===== config.mk =====
export PLATFORM = sky130hd
export DESIGN_NAME = acf_dev_end_flat
export DESIGN_NICKNAME = d
export VERILOG_FILES = /design/src/hdl/acf_pkg.sv /design/src/hdl/acf_link_if.sv /design/src/hdl/acf_dev_end.sv /design/src/flat_wrapper.sv
export VERILOG_INCLUDE_DIRS = /design/src /design/src/hdl
export SDC_FILE = /design/constraint.sdc
export NUM_CORES = 1
export LEC_CHECK = 0
export ABC_CLOCK_PERIOD_IN_PS = 10800
export BUFFER_PORTS_ARGS = -buffer_cell sky130_fd_sc_hd__buf_2
export CAP_MARGIN = 25
export CELL_PAD_IN_SITES_DETAIL_PLACEMENT = 1
export CELL_PAD_IN_SITES_GLOBAL_PLACEMENT = 1
export CORE_MARGIN = 2
export CORE_UTILIZATION = 51
export DETAILED_ROUTE_END_ITERATION = 10
export PLACE_DENSITY_LB_ADDON = 0.1
export SYNTH_ARGS = -nofsm -noshare
export SYNTH_HDL_FRONTEND = slang
export SYNTH_SLANG_ARGS = --single-unit

===== constraint.sdc =====
create_clock -name clk_i -period 10.8 [get_ports clk_i]
set_input_delay 1.08 -clock clk_i [delete_from_list [all_inputs] [get_ports clk_i]]
set_output_delay 1.08 -clock clk_i [all_outputs]
set_load 0.05 [all_outputs]

===== src/hdl/acf_params.svh =====
// Purpose: constants of the framed serial codec
// Assumes: byte-wide link, one clock
// Notes:   status codes are local choices
`ifndef ACF_PARAMS_SVH
`define ACF_PARAMS_SVH
// ****************************************
// framing bytes
// ****************************************
`define ACF_DELIM      8'h7E
`define ACF_ESC        8'h7D
`define ACF_XOR        8'h20
`define ACF_XON        8'h11
`define ACF_XOFF       8'h13
`define ACF_SUM_GOOD   8'hFF
`define ACF_MODE_PLAIN 2'h1
`define ACF_MODE_ESC   2'h2
// ****************************************
// api identifiers
// ****************************************
`define ACF_ID_CMD_NOW 8'h08
`define ACF_ID_CMD_Q   8'h09
`define ACF_ID_TX_REQ  8'h10
`define ACF_ID_TX_EXPL 8'h11
`define ACF_ID_REMOTE  8'h17
`define ACF_ID_CMD_RSP 8'h88
`define ACF_ID_MSTAT   8'h8A
`define ACF_ID_TX_STAT 8'h8B
`define ACF_ID_RX_PKT  8'h90
`define ACF_ID_RX_EXPL 8'h91
`define ACF_ID_NODE    8'h95
`define ACF_ID_REM_RSP 8'h97
// ****************************************
// modem status codes and lengths
// ****************************************
`define ACF_ST_BADSUM  8'h01
`define ACF_ST_BADFRM  8'h02
`define ACF_MSTAT_LEN  16'h0002
`endif


===== src/hdl/acf_pkg.sv =====
// Purpose: state types of the framed serial codec
// Assumes: nothing
// Notes:   shared by both ends
package acf_pkg;
  typedef enum logic [2:0] {P_HUNT, P_LENH, P_LENL, P_DATA, P_CSUM} acf_pst_t;
  typedef enum logic [3:0] {
    B_IDLE, B_GET1, B_SKIP, B_DELIM, B_LENH, B_LENL, B_B0, B_B1, B_BODY, B_CSUM
  } acf_bst_t;
endpackage


===== src/hdl/acf_link_if.sv =====
// Purpose: byte link between host end and device end
// Assumes: both ends on one clock
// Notes:   valid/ready per direction
`timescale 1ns/1ps
interface acf_link_if;
  logic [7:0] h2d_data;
  logic       h2d_valid;
  logic       h2d_ready;
  logic [7:0] d2h_data;
  logic       d2h_valid;
  logic       d2h_ready;
  modport dev (input h2d_data, h2d_valid, d2h_ready, output h2d_ready, d2h_data, d2h_valid);
  modport hst (output h2d_data, h2d_valid, d2h_ready, input h2d_ready, d2h_data, d2h_valid);
endinterface


===== src/hdl/acf_dev_end.sv =====
// Purpose: device end: parses host frames, builds device frames
// Assumes: link bytes are already deserialised, same clock
// Notes:   two-entry buffer toward the user absorbs stalls
`timescale 1ns/1ps
`include "acf_params.svh"
module acf_dev_end (
  input  wire logic        clk_i,       // device clock
  input  wire logic        rst_i,       // async reset, high
  input  wire logic [1:0]  mode_i,      // api_mode_select
  input  wire logic        fmt_i,       // api_output_format
  acf_link_if.dev          lnk,         // byte link
  output logic      [7:0]  rx_data_o,   // frame data byte
  output logic             rx_last_o,   // last byte of frame
  output logic             rx_good_o,   // checksum good, with last
  output logic             rx_valid_o,  // rx byte valid
  input  wire logic        rx_ready_i,  // user takes rx byte
  input  wire logic [7:0]  tx_data_i,   // outgoing frame data byte
  input  wire logic [15:0] tx_len_i,    // frame data length, with first byte
  input  wire logic        tx_valid_i,  // tx byte valid
  output logic             tx_ready_o   // tx byte taken
);
  // ****************************************
  // receive decode
  // ****************************************
  acf_pkg::acf_pst_t p_st;
  logic        esc_mode;
  logic        esc_q;
  logic [7:0]  in_b;
  logic        take;
  logic        is_escb;
  logic        is_delim;
  logic        dbyte;
  logic [7:0]  sum_nx;
  logic        sum_ok;
  logic        id_ok;
  logic [15:0] p_len;
  logic [7:0]  p_sum;
  logic        p_first;
  logic        p_drop;
  logic        pend_v;
  logic [7:0]  pend_b;
  logic        buf_room;
  logic        push_v;
  logic        push_last;
  logic        push_good;
  logic        err_set;
  logic [7:0]  err_code;
  logic        err_pend;
  logic        err_clr;
  logic [7:0]  err_code_q;

  assign esc_mode = (mode_i == `ACF_MODE_ESC);
  assign take     = lnk.h2d_valid & lnk.h2d_ready;
  assign is_escb  = esc_mode & ~esc_q & (lnk.h2d_data == `ACF_ESC);
  // in plain mode 7E is data once a frame is open
  assign is_delim = (lnk.h2d_data == `ACF_DELIM) & (esc_mode | (p_st == acf_pkg::P_HUNT));
  assign in_b     = esc_q ? (lnk.h2d_data ^ `ACF_XOR) : lnk.h2d_data;
  assign dbyte    = take & ~is_delim & ~is_escb;
  assign sum_nx   = p_sum + in_b;
  assign sum_ok   = (sum_nx == `ACF_SUM_GOOD);
  assign id_ok    = (in_b == `ACF_ID_CMD_NOW) | (in_b == `ACF_ID_CMD_Q) |
                    (in_b == `ACF_ID_TX_REQ) | (in_b == `ACF_ID_TX_EXPL) |
                    (in_b == `ACF_ID_REMOTE);
  assign lnk.h2d_ready = buf_room;

  // one byte held back so the last one can carry the verdict
  assign push_v = (take & is_delim & (p_st != acf_pkg::P_HUNT) & pend_v) |
                  (dbyte & (p_st == acf_pkg::P_DATA) & pend_v) |
                  (dbyte & (p_st == acf_pkg::P_CSUM) & pend_v);
  assign push_last = (p_st != acf_pkg::P_DATA) | is_delim;
  assign push_good = (p_st == acf_pkg::P_CSUM) & ~is_delim & sum_ok;

  assign err_set  = (take & is_delim & (p_st != acf_pkg::P_HUNT)) |
                    (dbyte & (p_st == acf_pkg::P_LENL) & (p_len[15:8] == 8'h00) &
                     (in_b == 8'h00)) |
                    (dbyte & (p_st == acf_pkg::P_CSUM) & ~sum_ok);
  assign err_code = ((p_st == acf_pkg::P_CSUM) & ~is_delim) ? `ACF_ST_BADSUM : `ACF_ST_BADFRM;

  always_ff @(posedge clk_i or posedge rst_i) begin
    if (rst_i) begin
      p_st    <= acf_pkg::P_HUNT;
      esc_q   <= 1'b0;
      p_len   <= 16'h0000;
      p_sum   <= 8'h00;
      p_first <= 1'b0;
      p_drop  <= 1'b0;
      pend_v  <= 1'b0;
      pend_b  <= 8'h00;
    end else if (take) begin
      esc_q <= is_escb & (p_st != acf_pkg::P_HUNT);
      if (is_delim) begin
        p_st   <= acf_pkg::P_LENH;
        pend_v <= 1'b0;
      end else if (!is_escb) begin
        case (p_st)
          acf_pkg::P_HUNT: p_st <= acf_pkg::P_HUNT;
          acf_pkg::P_LENH: begin
            p_len[15:8] <= in_b;
            p_st        <= acf_pkg::P_LENL;
          end
          acf_pkg::P_LENL: begin
            p_len[7:0] <= in_b;
            p_sum      <= 8'h00;
            p_first    <= 1'b1;
            p_st       <= ({p_len[15:8], in_b} == 16'h0000) ? acf_pkg::P_HUNT
                                                            : acf_pkg::P_DATA;
          end
          acf_pkg::P_DATA: begin
            p_sum   <= sum_nx;
            pend_b  <= in_b;
            p_first <= 1'b0;
            if (p_first) begin
              p_drop <= ~id_ok;
              pend_v <= id_ok;
            end else begin
              pend_v <= ~p_drop;
            end
            p_len <= p_len - 16'h0001;
            if (p_len == 16'h0001) begin
              p_st <= acf_pkg::P_CSUM;
            end
          end
          acf_pkg::P_CSUM: begin
            p_st   <= acf_pkg::P_HUNT;
            pend_v <= 1'b0;
          end
          default: p_st <= acf_pkg::P_HUNT;
        endcase
      end
    end
  end

  // set wins over the clear by the builder
  always_ff @(posedge clk_i or posedge rst_i) begin
    if (rst_i) begin
      err_pend   <= 1'b0;
      err_code_q <= 8'h00;
    end else if (err_set) begin
      err_pend   <= 1'b1;
      err_code_q <= err_code;
    end else if (err_clr) begin
      err_pend <= 1'b0;
    end
  end

  // ****************************************
  // two-entry receive buffer
  // ****************************************
  logic [9:0] buf_mem [0:1];
  logic       buf_wp;
  logic       buf_rp;
  logic [1:0] buf_cnt;
  logic       pop;

  assign buf_room   = (buf_cnt != 2'h2);
  assign pop        = rx_valid_o & rx_ready_i;
  assign rx_valid_o = (buf_cnt != 2'h0);
  assign rx_data_o  = buf_mem[buf_rp][7:0];
  assign rx_last_o  = buf_mem[buf_rp][8];
  assign rx_good_o  = buf_mem[buf_rp][9];

  always_ff @(posedge clk_i or posedge rst_i) begin
    if (rst_i) begin
      buf_mem[0] <= 10'h000;
      buf_mem[1] <= 10'h000;
      buf_wp     <= 1'b0;
      buf_rp     <= 1'b0;
      buf_cnt    <= 2'h0;
    end else begin
      if (push_v) begin
        buf_mem[buf_wp] <= {push_good, push_last, pend_b};
        buf_wp          <= ~buf_wp;
      end
      if (pop) begin
        buf_rp <= ~buf_rp;
      end
      buf_cnt <= buf_cnt + {1'b0, push_v} - {1'b0, pop};
    end
  end

  // ****************************************
  // transmit builder
  // ****************************************
  acf_pkg::acf_bst_t b_st;
  logic [15:0] b_len;
  logic [15:0] b_cnt;
  logic [7:0]  b_sum;
  logic [7:0]  h0;
  logic [7:0]  h1;
  logic [7:0]  id_map;
  logic        out_v;
  logic [7:0]  out_b;
  logic        sec_v;
  logic [7:0]  sec_b;
  logic        out_free;
  logic        src_v;
  logic [7:0]  src_b;
  logic        src_e;
  logic        src_take;
  logic        need_esc;

  assign id_map = (fmt_i & (tx_data_i == `ACF_ID_RX_PKT)) ? `ACF_ID_RX_EXPL : tx_data_i;
  assign out_free = ~sec_v & (~out_v | lnk.d2h_ready);
  assign src_take = src_v & out_free;
  assign need_esc = esc_mode & src_e &
                    ((src_b == `ACF_DELIM) | (src_b == `ACF_ESC) |
                     (src_b == `ACF_XON) | (src_b == `ACF_XOFF));
  assign err_clr  = (b_st == acf_pkg::B_IDLE) & err_pend;
  assign tx_ready_o = ((b_st == acf_pkg::B_IDLE) & ~err_pend) |
                      (b_st == acf_pkg::B_GET1) | (b_st == acf_pkg::B_SKIP) |
                      ((b_st == acf_pkg::B_BODY) & out_free);
  assign lnk.d2h_valid = out_v;
  assign lnk.d2h_data  = out_b;

  always_comb begin
    src_v = 1'b1;
    src_e = 1'b1;
    src_b = 8'h00;
    case (b_st)
      acf_pkg::B_DELIM: begin
        src_b = `ACF_DELIM;
        src_e = 1'b0;
      end
      acf_pkg::B_LENH: src_b = b_len[15:8];
      acf_pkg::B_LENL: src_b = b_len[7:0];
      acf_pkg::B_B0:   src_b = h0;
      acf_pkg::B_B1:   src_b = h1;
      acf_pkg::B_BODY: begin
        src_v = tx_valid_i;
        src_b = tx_data_i;
      end
      acf_pkg::B_CSUM: src_b = `ACF_SUM_GOOD - b_sum;
      default:         src_v = 1'b0;
    endcase
  end

  always_ff @(posedge clk_i or posedge rst_i) begin
    if (rst_i) begin
      out_v <= 1'b0;
      out_b <= 8'h00;
      sec_v <= 1'b0;
      sec_b <= 8'h00;
    end else if (src_take) begin
      out_v <= 1'b1;
      out_b <= need_esc ? `ACF_ESC : src_b;
      sec_v <= need_esc;
      sec_b <= src_b ^ `ACF_XOR;
    end else if (out_v && lnk.d2h_ready) begin
      out_v <= sec_v;
      out_b <= sec_b;
      sec_v <= 1'b0;
    end
  end

  // first two bytes held so a silenced response never starts
  always_ff @(posedge clk_i or posedge rst_i) begin
    if (rst_i) begin
      b_st  <= acf_pkg::B_IDLE;
      b_len <= 16'h0000;
      b_cnt <= 16'h0000;
      b_sum <= 8'h00;
      h0    <= 8'h00;
      h1    <= 8'h00;
    end else begin
      case (b_st)
        acf_pkg::B_IDLE: begin
          if (err_pend) begin
            h0    <= `ACF_ID_MSTAT;
            h1    <= err_code_q;
            b_len <= `ACF_MSTAT_LEN;
            b_st  <= acf_pkg::B_DELIM;
          end else if (tx_valid_i) begin
            h0    <= id_map;
            b_len <= tx_len_i;
            b_st  <= (tx_len_i > 16'h0001) ? acf_pkg::B_GET1 : acf_pkg::B_DELIM;
          end
        end
        acf_pkg::B_GET1: begin
          if (tx_valid_i) begin
            h1    <= tx_data_i;
            b_cnt <= b_len - 16'h0002;
            if ((h0 == `ACF_ID_CMD_RSP) && (tx_data_i == 8'h00)) begin
              b_st <= (b_len == 16'h0002) ? acf_pkg::B_IDLE : acf_pkg::B_SKIP;
            end else begin
              b_st <= acf_pkg::B_DELIM;
            end
          end
        end
        acf_pkg::B_SKIP: begin
          if (tx_valid_i) begin
            b_cnt <= b_cnt - 16'h0001;
            if (b_cnt == 16'h0001) begin
              b_st <= acf_pkg::B_IDLE;
            end
          end
        end
        acf_pkg::B_DELIM: if (src_take) b_st <= acf_pkg::B_LENH;
        acf_pkg::B_LENH:  if (src_take) b_st <= acf_pkg::B_LENL;
        acf_pkg::B_LENL:  if (src_take) b_st <= acf_pkg::B_B0;
        acf_pkg::B_B0: begin
          if (src_take) begin
            b_sum <= h0;
            b_st  <= (b_len > 16'h0001) ? acf_pkg::B_B1 : acf_pkg::B_CSUM;
          end
        end
        acf_pkg::B_B1: begin
          if (src_take) begin
            b_sum <= b_sum + h1;
            b_st  <= (b_len > 16'h0002) ? acf_pkg::B_BODY : acf_pkg::B_CSUM;
          end
        end
        acf_pkg::B_BODY: begin
          if (src_take) begin
            b_sum <= b_sum + tx_data_i;
            b_cnt <= b_cnt - 16'h0001;
            if (b_cnt == 16'h0001) begin
              b_st <= acf_pkg::B_CSUM;
            end
          end
        end
        acf_pkg::B_CSUM: if (src_take) b_st <= acf_pkg::B_IDLE;
        default:          b_st <= acf_pkg::B_IDLE;
      endcase
    end
  end
endmodule


===== src/flat_wrapper.sv =====
// flat-port wrapper written by rule: the top's interface ports become plain ports
module acf_dev_end_flat 
  (clk_i, rst_i, mode_i, fmt_i, rx_data_o, rx_last_o, rx_good_o, rx_valid_o, rx_ready_i, tx_data_i, tx_len_i, tx_valid_i, tx_ready_o, lnk_h2d_data, lnk_h2d_valid, lnk_d2h_ready, lnk_h2d_ready, lnk_d2h_data, lnk_d2h_valid);
  acf_link_if lnk_i ();
  input  wire logic clk_i;
  input  wire logic rst_i;
  input  wire logic [1:0] mode_i;
  input  wire logic fmt_i;
  output logic      [7:0] rx_data_o;
  output logic rx_last_o;
  output logic rx_good_o;
  output logic rx_valid_o;
  input  wire logic rx_ready_i;
  input  wire logic [7:0] tx_data_i;
  input  wire logic [15:0] tx_len_i;
  input  wire logic tx_valid_i;
  output logic tx_ready_o;
  input wire logic [$bits(lnk_i.h2d_data)-1:0] lnk_h2d_data;
  input wire logic [$bits(lnk_i.h2d_valid)-1:0] lnk_h2d_valid;
  input wire logic [$bits(lnk_i.d2h_ready)-1:0] lnk_d2h_ready;
  output wire logic [$bits(lnk_i.h2d_ready)-1:0] lnk_h2d_ready;
  output wire logic [$bits(lnk_i.d2h_data)-1:0] lnk_d2h_data;
  output wire logic [$bits(lnk_i.d2h_valid)-1:0] lnk_d2h_valid;
  assign lnk_i.h2d_data = lnk_h2d_data;
  assign lnk_i.h2d_valid = lnk_h2d_valid;
  assign lnk_i.d2h_ready = lnk_d2h_ready;
  assign lnk_h2d_ready = lnk_i.h2d_ready;
  assign lnk_d2h_data = lnk_i.d2h_data;
  assign lnk_d2h_valid = lnk_i.d2h_valid;
  acf_dev_end u_core (.clk_i(clk_i), .rst_i(rst_i), .mode_i(mode_i), .fmt_i(fmt_i), .lnk(lnk_i), .rx_data_o(rx_data_o), .rx_last_o(rx_last_o), .rx_good_o(rx_good_o), .rx_valid_o(rx_valid_o), .rx_ready_i(rx_ready_i), .tx_data_i(tx_data_i), .tx_len_i(tx_len_i), .tx_valid_i(tx_valid_i), .tx_ready_o(tx_ready_o));
endmodule

==> run summary, run 1 <==
Drt wl/cell - 21.2 um
Asr flop ratio synth - 1.00
Share of cells above drive strength 1 - 0.172
Routed vias/inst - 6.28
Post-Syn Instances - 987
Top post-synthesis cells by area - dfrtp_1 40%, mux2_2 5.4%, o21ai_0 5.3%, nand2_1 4.0%, a21oi_1 3.6%
Register bit count reported by yosys - 144
Seq/Total Area, Yosys - 0.402
Hold_sp - u_core.p_len[12]$_DFFE_PP0P_
Status - complete, no violations
P_leak - 4.41 nW
# setup viols final - 0
Pwr Density - 328 nW/um2
Startpoint types - flop
Slew HR - 0.366
Worst-Margin Slew - 951 ps
Routability cong. - 0.891
Area leader, netlist - dfrtp_1
Max Cap Viol - 0
Mean post-synth cell area - 9.08 um2
R2r setup slk - 7300 ps
Part of the power in combinational logic - 0.499
Initial Util - 0.520
Count leader, synth - dfrtp_1
Drt total wl - 26,800 um
Die width - 137 um
PostCTS Resize Cnt - 0
Total track usage - 0.301
Sum of negative setup slack - 0 ps
Pins Over Slew Limit - 0
CP Data Arrival Time - 3870 ps
Yosys warning count - 0
First-pass GRT wire length - 43,400 um
Final #Nets - 1,088
Top cells by count, synth - 144 x dfrtp_1, 95 x nand2_1, 95 x o21ai_0
Die Footprint - 18,600 um2
Vias in the first global route - 8,175
Internal power - 0.00171 W
Sequential Power Share - 0.316
Switching Fraction - 0.481
Worst r2r path cells - 11
Area Overhead vs Synth - 11.9%
Die Y - 137 um
Hold Vio Cnt, Final - 0
Vias post-DR - 7,926
Count of cell types in the netlist - 98
Met3 wire len - 948 um
R2r endpoint - u_core.b_sum[7]$_DFFE_PP0P_
Post-CTS Setup Inserts - 0
Initial antenna violation count - 0
Hold Crit Endpoint - u_core.p_len[12]$_DFFE_PP0P_
Max VDD drop - 208 uV
Wire length on met1 - 11,300 um
Total power - 0.00329 W
Row count - 48
Cts hold-fix bufs - 0
Starting DRC count in detailed routing - 583
I/O pins - 63
Period utilization - 0.324
Wire length on met2 - 13,800 um
Mapped cell area - 8960 um2
Filler cells - 2,015
Number of synthesized flops with an enable pin - 0
Post-route clock skew - 11.1 ps
F_max - 286 MHz
Worst Hold Path Cells - 1
Clock share of power - 0.185
DRC viols - 0
Pin count of the biggest net entering global routing - 92
Top sig layer - met4
Final Critical Period - 3500 ps
Most used DFF post-synth - dfrtp_1
HP Class - flop to flop
Final ANT Viol Nets - 0
Type of the worst setup path - flop to flop
Net Switching - 0.00158 W
Total CTS buffers - 17
RSZ-0062 raised after global routing - false
TritonCTS clock tree - done
Critical path required time - 11,180 ps
Syn Nets - 1,051
GR Overflow Total - 0
Clk sink count - 144
Crit. End Element - flop
R2r startpoint - u_core.b_st[3]$_DFFE_PP0P_
Post-DP HPWL - 19,000 um
PortBufs - 62
Clock buffer depth - 2
Crit Path Max Fanout - 25
CTS H-Tree Depth - 4
Antenna Diode Count - 0
Clk root buf - clkbuf_16
Clk pin slew, worst setup/hold paths - 70 ps
Core area - 17,200 um2
Synth top area share - 0.402
Clock Latency Late Sink - 440 ps
DR pass1 iterations - 5
==> critical path, cell delays in order, from the launching register on <==
cell and delay [ps]:
dfrtp_1 520, buf_4 310, nor4b_2 270, buf_4 250, mux2_2 380, ha_1 280, a21oi_1 170, o21ai_0 150
a2111oi_0 630, o21bai_1 200, a21o_1 190, nand3b_1 70
==> how the worst max path moves through the flow <==
| stage | startpoint | end | slack, ps | depth (start not counted) |
|---|---|---|---|---|
| after floorplan | rst_i | u_core.b_cnt[0]$_DFFE_PP0P_ | 5850 | 1 |
| after global placement | mode_i[1] | u_core.err_code_q[0]$_DFFE_PP0P_ | 7470 | 7 |
| after detailed placement | mode_i[0] | u_core.buf_cnt[1]$_DFF_PP0_ | 7300 | 12 |
| after CTS | u_core.b_st[3]$_DFFE_PP0P_ | u_core.b_sum[7]$_DFFE_PP0P_ | 7310 | 11 |
| after global routing | u_core.b_st[3]$_DFFE_PP0P_ | u_core.b_sum[7]$_DFFE_PP0P_ | 7020 | 11 |
| final | u_core.b_st[3]$_DFFE_PP0P_ | u_core.b_sum[7]$_DFFE_PP0P_ | 7300 | 11 |
==> registers in the layout (all words and copies together) (netlist names), 2 cells and up <==
signal / flops
u_core.buf_mem: 20
u_core.b_cnt: 16
u_core.b_len: 16
u_core.p_len: 16
u_core.b_sum: 8
u_core.h0: 8
u_core.h1: 8
u_core.lnk.d2h_data: 8
u_core.p_sum: 8
u_core.pend_b: 8
u_core.sec_b: 8
u_core.b_st: 4
u_core.p_st: 3
u_core.buf_cnt: 2
u_core.err_code_q: 2
==> stage by stage <==
step                hold slack (ps)  setup WS [ps]  instance area (um2)  cells   util
floorplan                       445           5850                 8960    987      -
global placement                457           7470                 9400   1229  0.545
detailed placement              470           7300                 9410   1230  0.546
CTS                             491           7310                10000   1262  0.582
global route                    507           7020                10000   1262  0.582
finish                          487           7300                10000   1262  0.582
==> power groups by stage <==
stage / combinational, W / sequential (W) / clock [W]
after floorplan: 0.00123 / 0.000983 / 0
after global placement: 0.00156 / 0.00103 / 0
after detailed placement: 0.00162 / 0.00104 / 0
after CTS: 0.00164 / 0.00103 / 0.000617
after global routing: 0.00181 / 0.00107 / 0.000639
final: 0.00164 / 0.00104 / 0.000609
==> layout by cell type (no fill, tap or decap), drive strengths merged, types with 21 or more instances in the layout <==
cell type / instances
o21ai: 99
inv: 44
mux2: 45
nor3: 31
nor2: 67
ha: 21
nand2: 95
buf: 74
nand2b: 26
dfrtp: 144
a21oi: 64
==> cells by family after synthesis <==
family	Yosys count	synth area share
mux	52	0.0648
fa+ha+maj	23	0.0338
buf+inv	92	0.0432
xor+xnor	27	0.0279
flops	144	0.402
compound gates	302	0.222
simple gates	347	0.206
==> cell type report <==
| type | count | area (um2) | share of cell area |
|---|---|---|---|
| multi-input combinational | 751 | 4980 | 0.497 |
| sequential | 144 | 3600 | 0.360 |
| tap | 225 | 282 | 0.0281 |
| clock buffer | 17 | 425 | 0.0424 |
| inverter | 36 | 140 | 0.0140 |
| clock inverter | 15 | 188 | 0.0187 |
| timing repair buffer | 74 | 404 | 0.0403 |
==> routing by layer <==
layer	GRT usage	vias up
met2	0.540	172
li1	-	3704
met4	0.0978	0
met5	0	-
met1	0.369	4004
met3	0.0463	46
(Power assumes the default switching activity.)
==> run 2, diff against run 1 <==
- ABC_CLOCK_PERIOD_IN_PS: 10800 -> 3100
- CORE_UTILIZATION: 51 -> 43
- clock period: 10.8 -> 3.1 ns (I/O delays scaled with it)
==> run summary, run 2 (synthesis results as in run 1) <==
GR Overflow Total - 0 (unchanged)
Net Switching - 0.00545 W (+240%)
R2r startpoint - u_core.b_st[0]$_DFFE_PP0P_
Share of cells above drive strength 1 - 0.187 (+0.0157)
Crit. End Element - flop
CTS H-Tree Depth - 4 (unchanged)
Drt total wl - 26,400 um (-1.2%)
Largest Register - u_core.buf_mem
HP Class - input port to async pin
Slowest stage delay, CP - 400 ps (-230 ps)
Final #Nets - 1,108 (+1.8%)
Crit path buf inv count - 1 (-1)
CP Capture Point - u_core.b_sum[6]$_DFFE_PP0P_
Initial antenna violation count - 0 (unchanged)
Type of the worst setup path - flop to flop
Pin count of the biggest net entering global routing - 145 (+58%)
Slowest stage cell, crit path - fa_1
First-pass GRT wire length - 43,800 um (+0.91%)
Clock Latency Late Sink - 450 ps (about the same)
Die Y - 148 um (+8.6%)
Hold Vio Cnt, Final - 0 (unchanged)
Period utilization - 0.929 (+0.605)
Drt wl/cell - 19.9 um (-6.0%)
R2r endpoint - u_core.b_sum[6]$_DFFE_PP0P_
F_max - 347 MHz (+21%)
R2r setup slk - 220 ps (-7080 ps)
Most frequent cells in the layout - 144 x dfrtp_1, 95 x nand2_1, 94 x o21ai_0
Pwr Density - 1120 nW/um2 (+240%)
Routed vias/inst - 5.98 (-4.9%)
CP Data Arrival Time - 3200 ps (-670 ps)
PortBufs - 62 (unchanged)
P_leak - 4.51 nW (+2.3%)
Critical-path cell list - nor4b_2 > buf_4 > mux2_2 > ha_1 > fa_1 > a21o_1 > a21oi_1 > o21bai_1 > a21oi_1 > xor2_1 > o21ai_0
Final core occ - 0.503 (-0.0784)
I/O pins - 63 (unchanged)
Area Overhead vs Synth - 14.4%
RSZ-0062 raised after global routing - false
Instance count on the critical path - 11 (unchanged)
Critical Path Start - u_core.b_st[0]$_DFFE_PP0P_
Initial Util - 0.440 (-0.0798)
# setup viols final - 0 (unchanged)
Sum of negative setup slack - 0 ps (unchanged)
TritonCTS clock tree - done
Die width - 148 um (+8.6%)
Vias in the first global route - 8,047 (-1.6%)
Vias post-DR - 7,929 (+0.038%)
Worst-Margin Slew - 838 ps (-113 ps)
Post-route clock skew - 19.8 ps (+8.69 ps)
Pins Over Slew Limit - 0 (unchanged)
Sequential Power Share - 0.311 (-0.005)
Commonest non-fill, non-tap cell in the layout - dfrtp_1
Row count - 52 (+8.3%)
Total CTS buffers - 17 (unchanged)
Clock buffer depth - 2 (unchanged)
Max reg flops - 20 (unchanged)
Startpoint types - flop
DRC viols - 0 (unchanged)
DR pass1 iterations - 5 (unchanged)
Die Footprint - 22,000 um2 (+18%)
Routability cong. - 0.892 (+0.13%)
Status - complete, no violations
Post-CTS Setup Inserts - 0 (unchanged)
Internal power - 0.00607 W (+260%)
Crit path top cell by count - a21oi_1
Starting DRC count in detailed routing - 465 (-20%)
Slew HR - 0.442 (+0.0756)
Worst r2r path cells - 11 (unchanged)
Switching Fraction - 0.473 (-0.00799)
Post-DP HPWL - 19,100 um (+0.26%)
Total track usage - 0.251 (-0.0503)
Final Critical Period - 2880 ps (-616 ps)
Antenna Diode Count - 0 (unchanged)
Final instance area - 10,200 um2 (+2.2%)
Max Cap Viol - 0 (unchanged)
Clk root buf - clkbuf_16
Clock share of power - 0.182 (-0.003)
Post-Place Cell Area - 9620 um2 (+2.2%)
Largest delay share family, worst path - compound AO/OA/AOI/OAI gates
Final ANT Viol Nets - 0 (unchanged)
Clk pin slew, worst setup/hold paths - 70 ps (about the same)
Max VDD drop - 457 uV (+120%)
Critical path required time - 3420 ps (-7760 ps)
Core area - 20,400 um2 (+18%)
Clk sink count - 144 (unchanged)
Part of the power in combinational logic - 0.507 (+0.008)
Crit Path Max Fanout - 12 (-52%)
[run 2: worst min path at each step]
stage                                           start                           end  slack, ps  cells after the start
after floorplan                       lnk_h2d_data[1]  u_core.pend_b[1]$_DFFE_PP0P_        420                      2
after global placement    u_core.sec_b[6]$_DFFE_PP0P_   u_core.sec_b[6]$_DFFE_PP0P_        460                      2
after detailed placement  u_core.sec_b[0]$_DFFE_PP0P_   u_core.sec_b[0]$_DFFE_PP0P_        470                      1
after CTS                                 tx_len_i[9]   u_core.b_len[9]$_DFFE_PP0P_        120                      3
after global routing                      tx_len_i[6]   u_core.b_len[6]$_DFFE_PP0P_        140                      3
final                                           rst_i   u_core.b_len[9]$_DFFE_PP0P_        120                      3
[run 2: tightest hold or removal path, cell delays in order]
cell and delay (ps):
buf_2 110, clkinvlp_4 70, buf_12 560
[run 2: metrics by stage]
step | instances | worst slack, ps | power, W | hold slack, ps
after floorplan | 987 | 205 | 0.00773 | 415
after global placement | 1293 | 253 | 0.00925 | 459
after detailed placement | 1294 | 196 | 0.00939 | 468
after CTS | 1326 | 183 | 0.0116 | 116
after global routing | 1327 | 5.16 | 0.0124 | 140
final | 1327 | 219 | 0.0115 | 115
[run 2: timing repair]
| item | 4_1_cts | 5_1_grt |
|---|---|---|
| hold buffers | 0 | 0 |
| setup endpoints to repair | 0 | 1 |
| resized for setup | 0 | 1 |
[run 2: layout make-up]
| type | count | area, um2 |
|---|---|---|
| clock inverter | 15 | 184 |
| timing repair buffer | 94 | 574 |
| multi-input combinational | 751 | 4980 |
| tap | 270 | 338 |
| clock buffer | 17 | 425 |
| sequential | 144 | 3600 |
| inverter | 36 | 139 |
| fill | 2364 | 10100 |
[run 2: per-layer routing]
layer / vias up / global-route usage / share of wire
met1: 3996 / 0.331 / 0.45
met5: - / 0 / 0
met4: 0 / 0.100 / 0.033
met3: 56 / 0.0371 / 0.031
met2: 137 / 0.415 / 0.49
li1: 3740 / - / -
[run 2: power groups by stage]
stage	Combinational [W]	Clock (W)	Sequential [W]
global route	0.00651	0.00222	0.00371
floorplan	0.00430	0	0.00343
CTS	0.00583	0.00215	0.00358
global placement	0.00567	0	0.00359
finish	0.00583	0.00210	0.00359
detailed placement	0.00579	0	0.00360
==> run 3, diff against run 2 <==
- ABC_AREA: unset -> 0
- REMOVE_ABC_BUFFERS: unset -> 1
==> run summary, run 3 (synthesis results as in run 1) <==
R2r setup slk - 190 ps (-30 ps)
Initial Util - 0.440 (unchanged)
Post-route clock skew - 10.5 ps (-9.30 ps)
Type of the worst setup path - flop to flop
PortBufs - 62 (unchanged)
Post-DP HPWL - 19,100 um (+0.29%)
Slew HR - 0.441 (about the same)
Drt total wl - 26,400 um (-0.17%)
Startpoint types - flop
Initial antenna violation count - 0 (unchanged)
Final ANT Viol Nets - 0 (unchanged)
Period utilization - 0.938 (+0.00864)
First-pass GRT wire length - 44,000 um (+0.49%)
DR pass1 iterations - 5 (unchanged)
Worst Hold Path Cells - 3
Pin count of the biggest net entering global routing - 57 (-61%)
Share of cells above drive strength 1 - 0.190 (+0.00248)
Pwr Density - 1120 nW/um2 (-0.14%)
Clk sink count - 144 (unchanged)
RSZ-0062 raised after global routing - false
Clock Latency Late Sink - 440 ps (about the same)
GR Overflow Total - 0 (unchanged)
Filler cells - 2,382 (+0.76%)
Max reg flops - 20 (unchanged)
Routed vias/inst - 5.90 (-1.3%)
Instance count on the critical path - 11 (unchanged)
Final instance area - 10,300 um2 (+0.51%)
Antenna Diode Count - 0 (unchanged)
Vias in the first global route - 8,207 (+2.0%)
CP Data Arrival Time - 3210 ps (about the same)
Drt wl/cell - 19.9 um (-0.32%)
CTS H-Tree Depth - 4 (unchanged)
Clk pin slew, worst setup/hold paths - 80 ps (about the same)
I/O pins - 63 (unchanged)
Critical path required time - 3410 ps (about the same)
P_leak - 4.53 nW (+0.38%)
Slowest stage delay, CP - 410 ps (about the same)
Total track usage - 0.251 (+0.000541)
Die Y - 148 um (unchanged)
Crit path buf inv count - 1 (unchanged)
Most frequent cells in the layout - 144 x dfrtp_1, 95 x nand2_1, 94 x o21ai_0
Crit Path Max Fanout - 12 (unchanged)
Core area - 20,400 um2 (unchanged)
Max Cap Viol - 0 (unchanged)
Critical-path cell list - nor4b_4 > buf_12 > mux2_2 > ha_1 > fa_1 > a21o_1 > a21oi_2 > o21bai_1 > a21oi_1 > xor2_1 > o21ai_0
# setup viols final - 0 (unchanged)
F_max - 344 MHz (-0.92%)
Crit. End Element - flop
Starting DRC count in detailed routing - 387 (-17%)
Worst r2r path cells - 11 (unchanged)
Routability cong. - 0.868 (-2.6%)
Pins Over Slew Limit - 0 (unchanged)
Sum of negative setup slack - 0 ps (unchanged)
Die Footprint - 22,000 um2 (unchanged)
Max VDD drop - 492 uV (+7.7%)
Clock buffer depth - 2 (unchanged)
Post-CTS Setup Inserts - 0 (unchanged)
Hold Vio Cnt, Final - 0 (unchanged)
Largest Register - u_core.buf_mem
Die width - 148 um (unchanged)
Total CTS buffers - 17 (unchanged)
Row count - 52 (unchanged)
Worst-Margin Slew - 838 ps (+0.367 ps)
HP Class - input port to flop
Area Overhead vs Synth - 15.0%
Slowest stage cell, crit path - dfrtp_1
Largest delay share family, worst path - compound AO/OA/AOI/OAI gates
Vias post-DR - 7,836 (-1.2%)
TritonCTS clock tree - done
Post-Place Cell Area - 9640 um2 (+0.22%)
Final Critical Period - 2910 ps (+26.8 ps)
Commonest non-fill, non-tap cell in the layout - dfrtp_1
DRC viols - 0 (unchanged)
Clk root buf - clkbuf_16
Status - complete, no violations
Final #Nets - 1,110 (+0.18%)
## run 3: cell type report
cell class	count	area [um2]	area share
clock buffers	17	425	0.0413
clock inverters	15	188	0.0182
flip-flops and latches	144	3600	0.350
repair buffers	96	604	0.0587
well taps	270	338	0.0328
inverters	36	140	0.0136
multi-input cells	751	5000	0.485
## run 3: path summary, 6_finish.rpt
path	from	endpoint
worst min-delay path	tx_len_i[0]	u_core.b_len[0]$_DFFE_PP0P_
worst min register to register	u_core.sec_b[6]$_DFFE_PP0P_	u_core.sec_b[6]$_DFFE_PP0P_
worst max register to register	u_core.b_st[0]$_DFFE_PP0P_	u_core.b_sum[6]$_DFFE_PP0P_
max in group asynchronous	rst_i	u_core.pend_b[6]$_DFFE_PP0P_
worst max-delay path	u_core.b_st[0]$_DFFE_PP0P_	u_core.b_sum[6]$_DFFE_PP0P_
min in group asynchronous	rst_i	u_core.b_cnt[4]$_DFFE_PP0P_
## run 3: routing by layer
| layer | wire length [um] | up-vias | GRT usage |
|---|---|---|---|
| li1 | - | 3737 | - |
| met1 | 12000 | 3909 | 0.332 |
| met2 | 13100 | 157 | 0.430 |
| met3 | 848 | 33 | 0.0368 |
| met4 | 467 | 0 | 0.0738 |
| met5 | 0 | - | 0 |
## run 3: metrics by stage
stage / hold WS (ps) / instances / power, W / utilization / setup WS (ps)
after CTS: 124 / 1328 / 0.0116 / 0.504 / 63.5
after detailed placement: 424 / 1295 / 0.00936 / 0.473 / 76.9
after global placement: 419 / 1294 / 0.00922 / 0.473 / 184
after floorplan: 415 / 931 / 0.00754 / - / -1080
after global routing: 136 / 1329 / 0.0125 / 0.506 / 7.14
final: 130 / 1329 / 0.0116 / 0.506 / 193
## run 3: repair_timing
action                     CTS  global route
hold buffers                 1             0
setup endpoints to repair    0             2
resized for setup            0             4
hold endpoints to repair    53             0
## run 3: tightest hold or removal path, cell delays in order
cell	delay [ps]
buf_2	100
nand2b_1	50
o21ai_0	60
## run 3: power by group
part	internal (W)	switching, W
combinational	0.00230	0.00357
clock	0.00110	0.00102
sequential	0.00269	0.000875
total	0.00609	0.00547
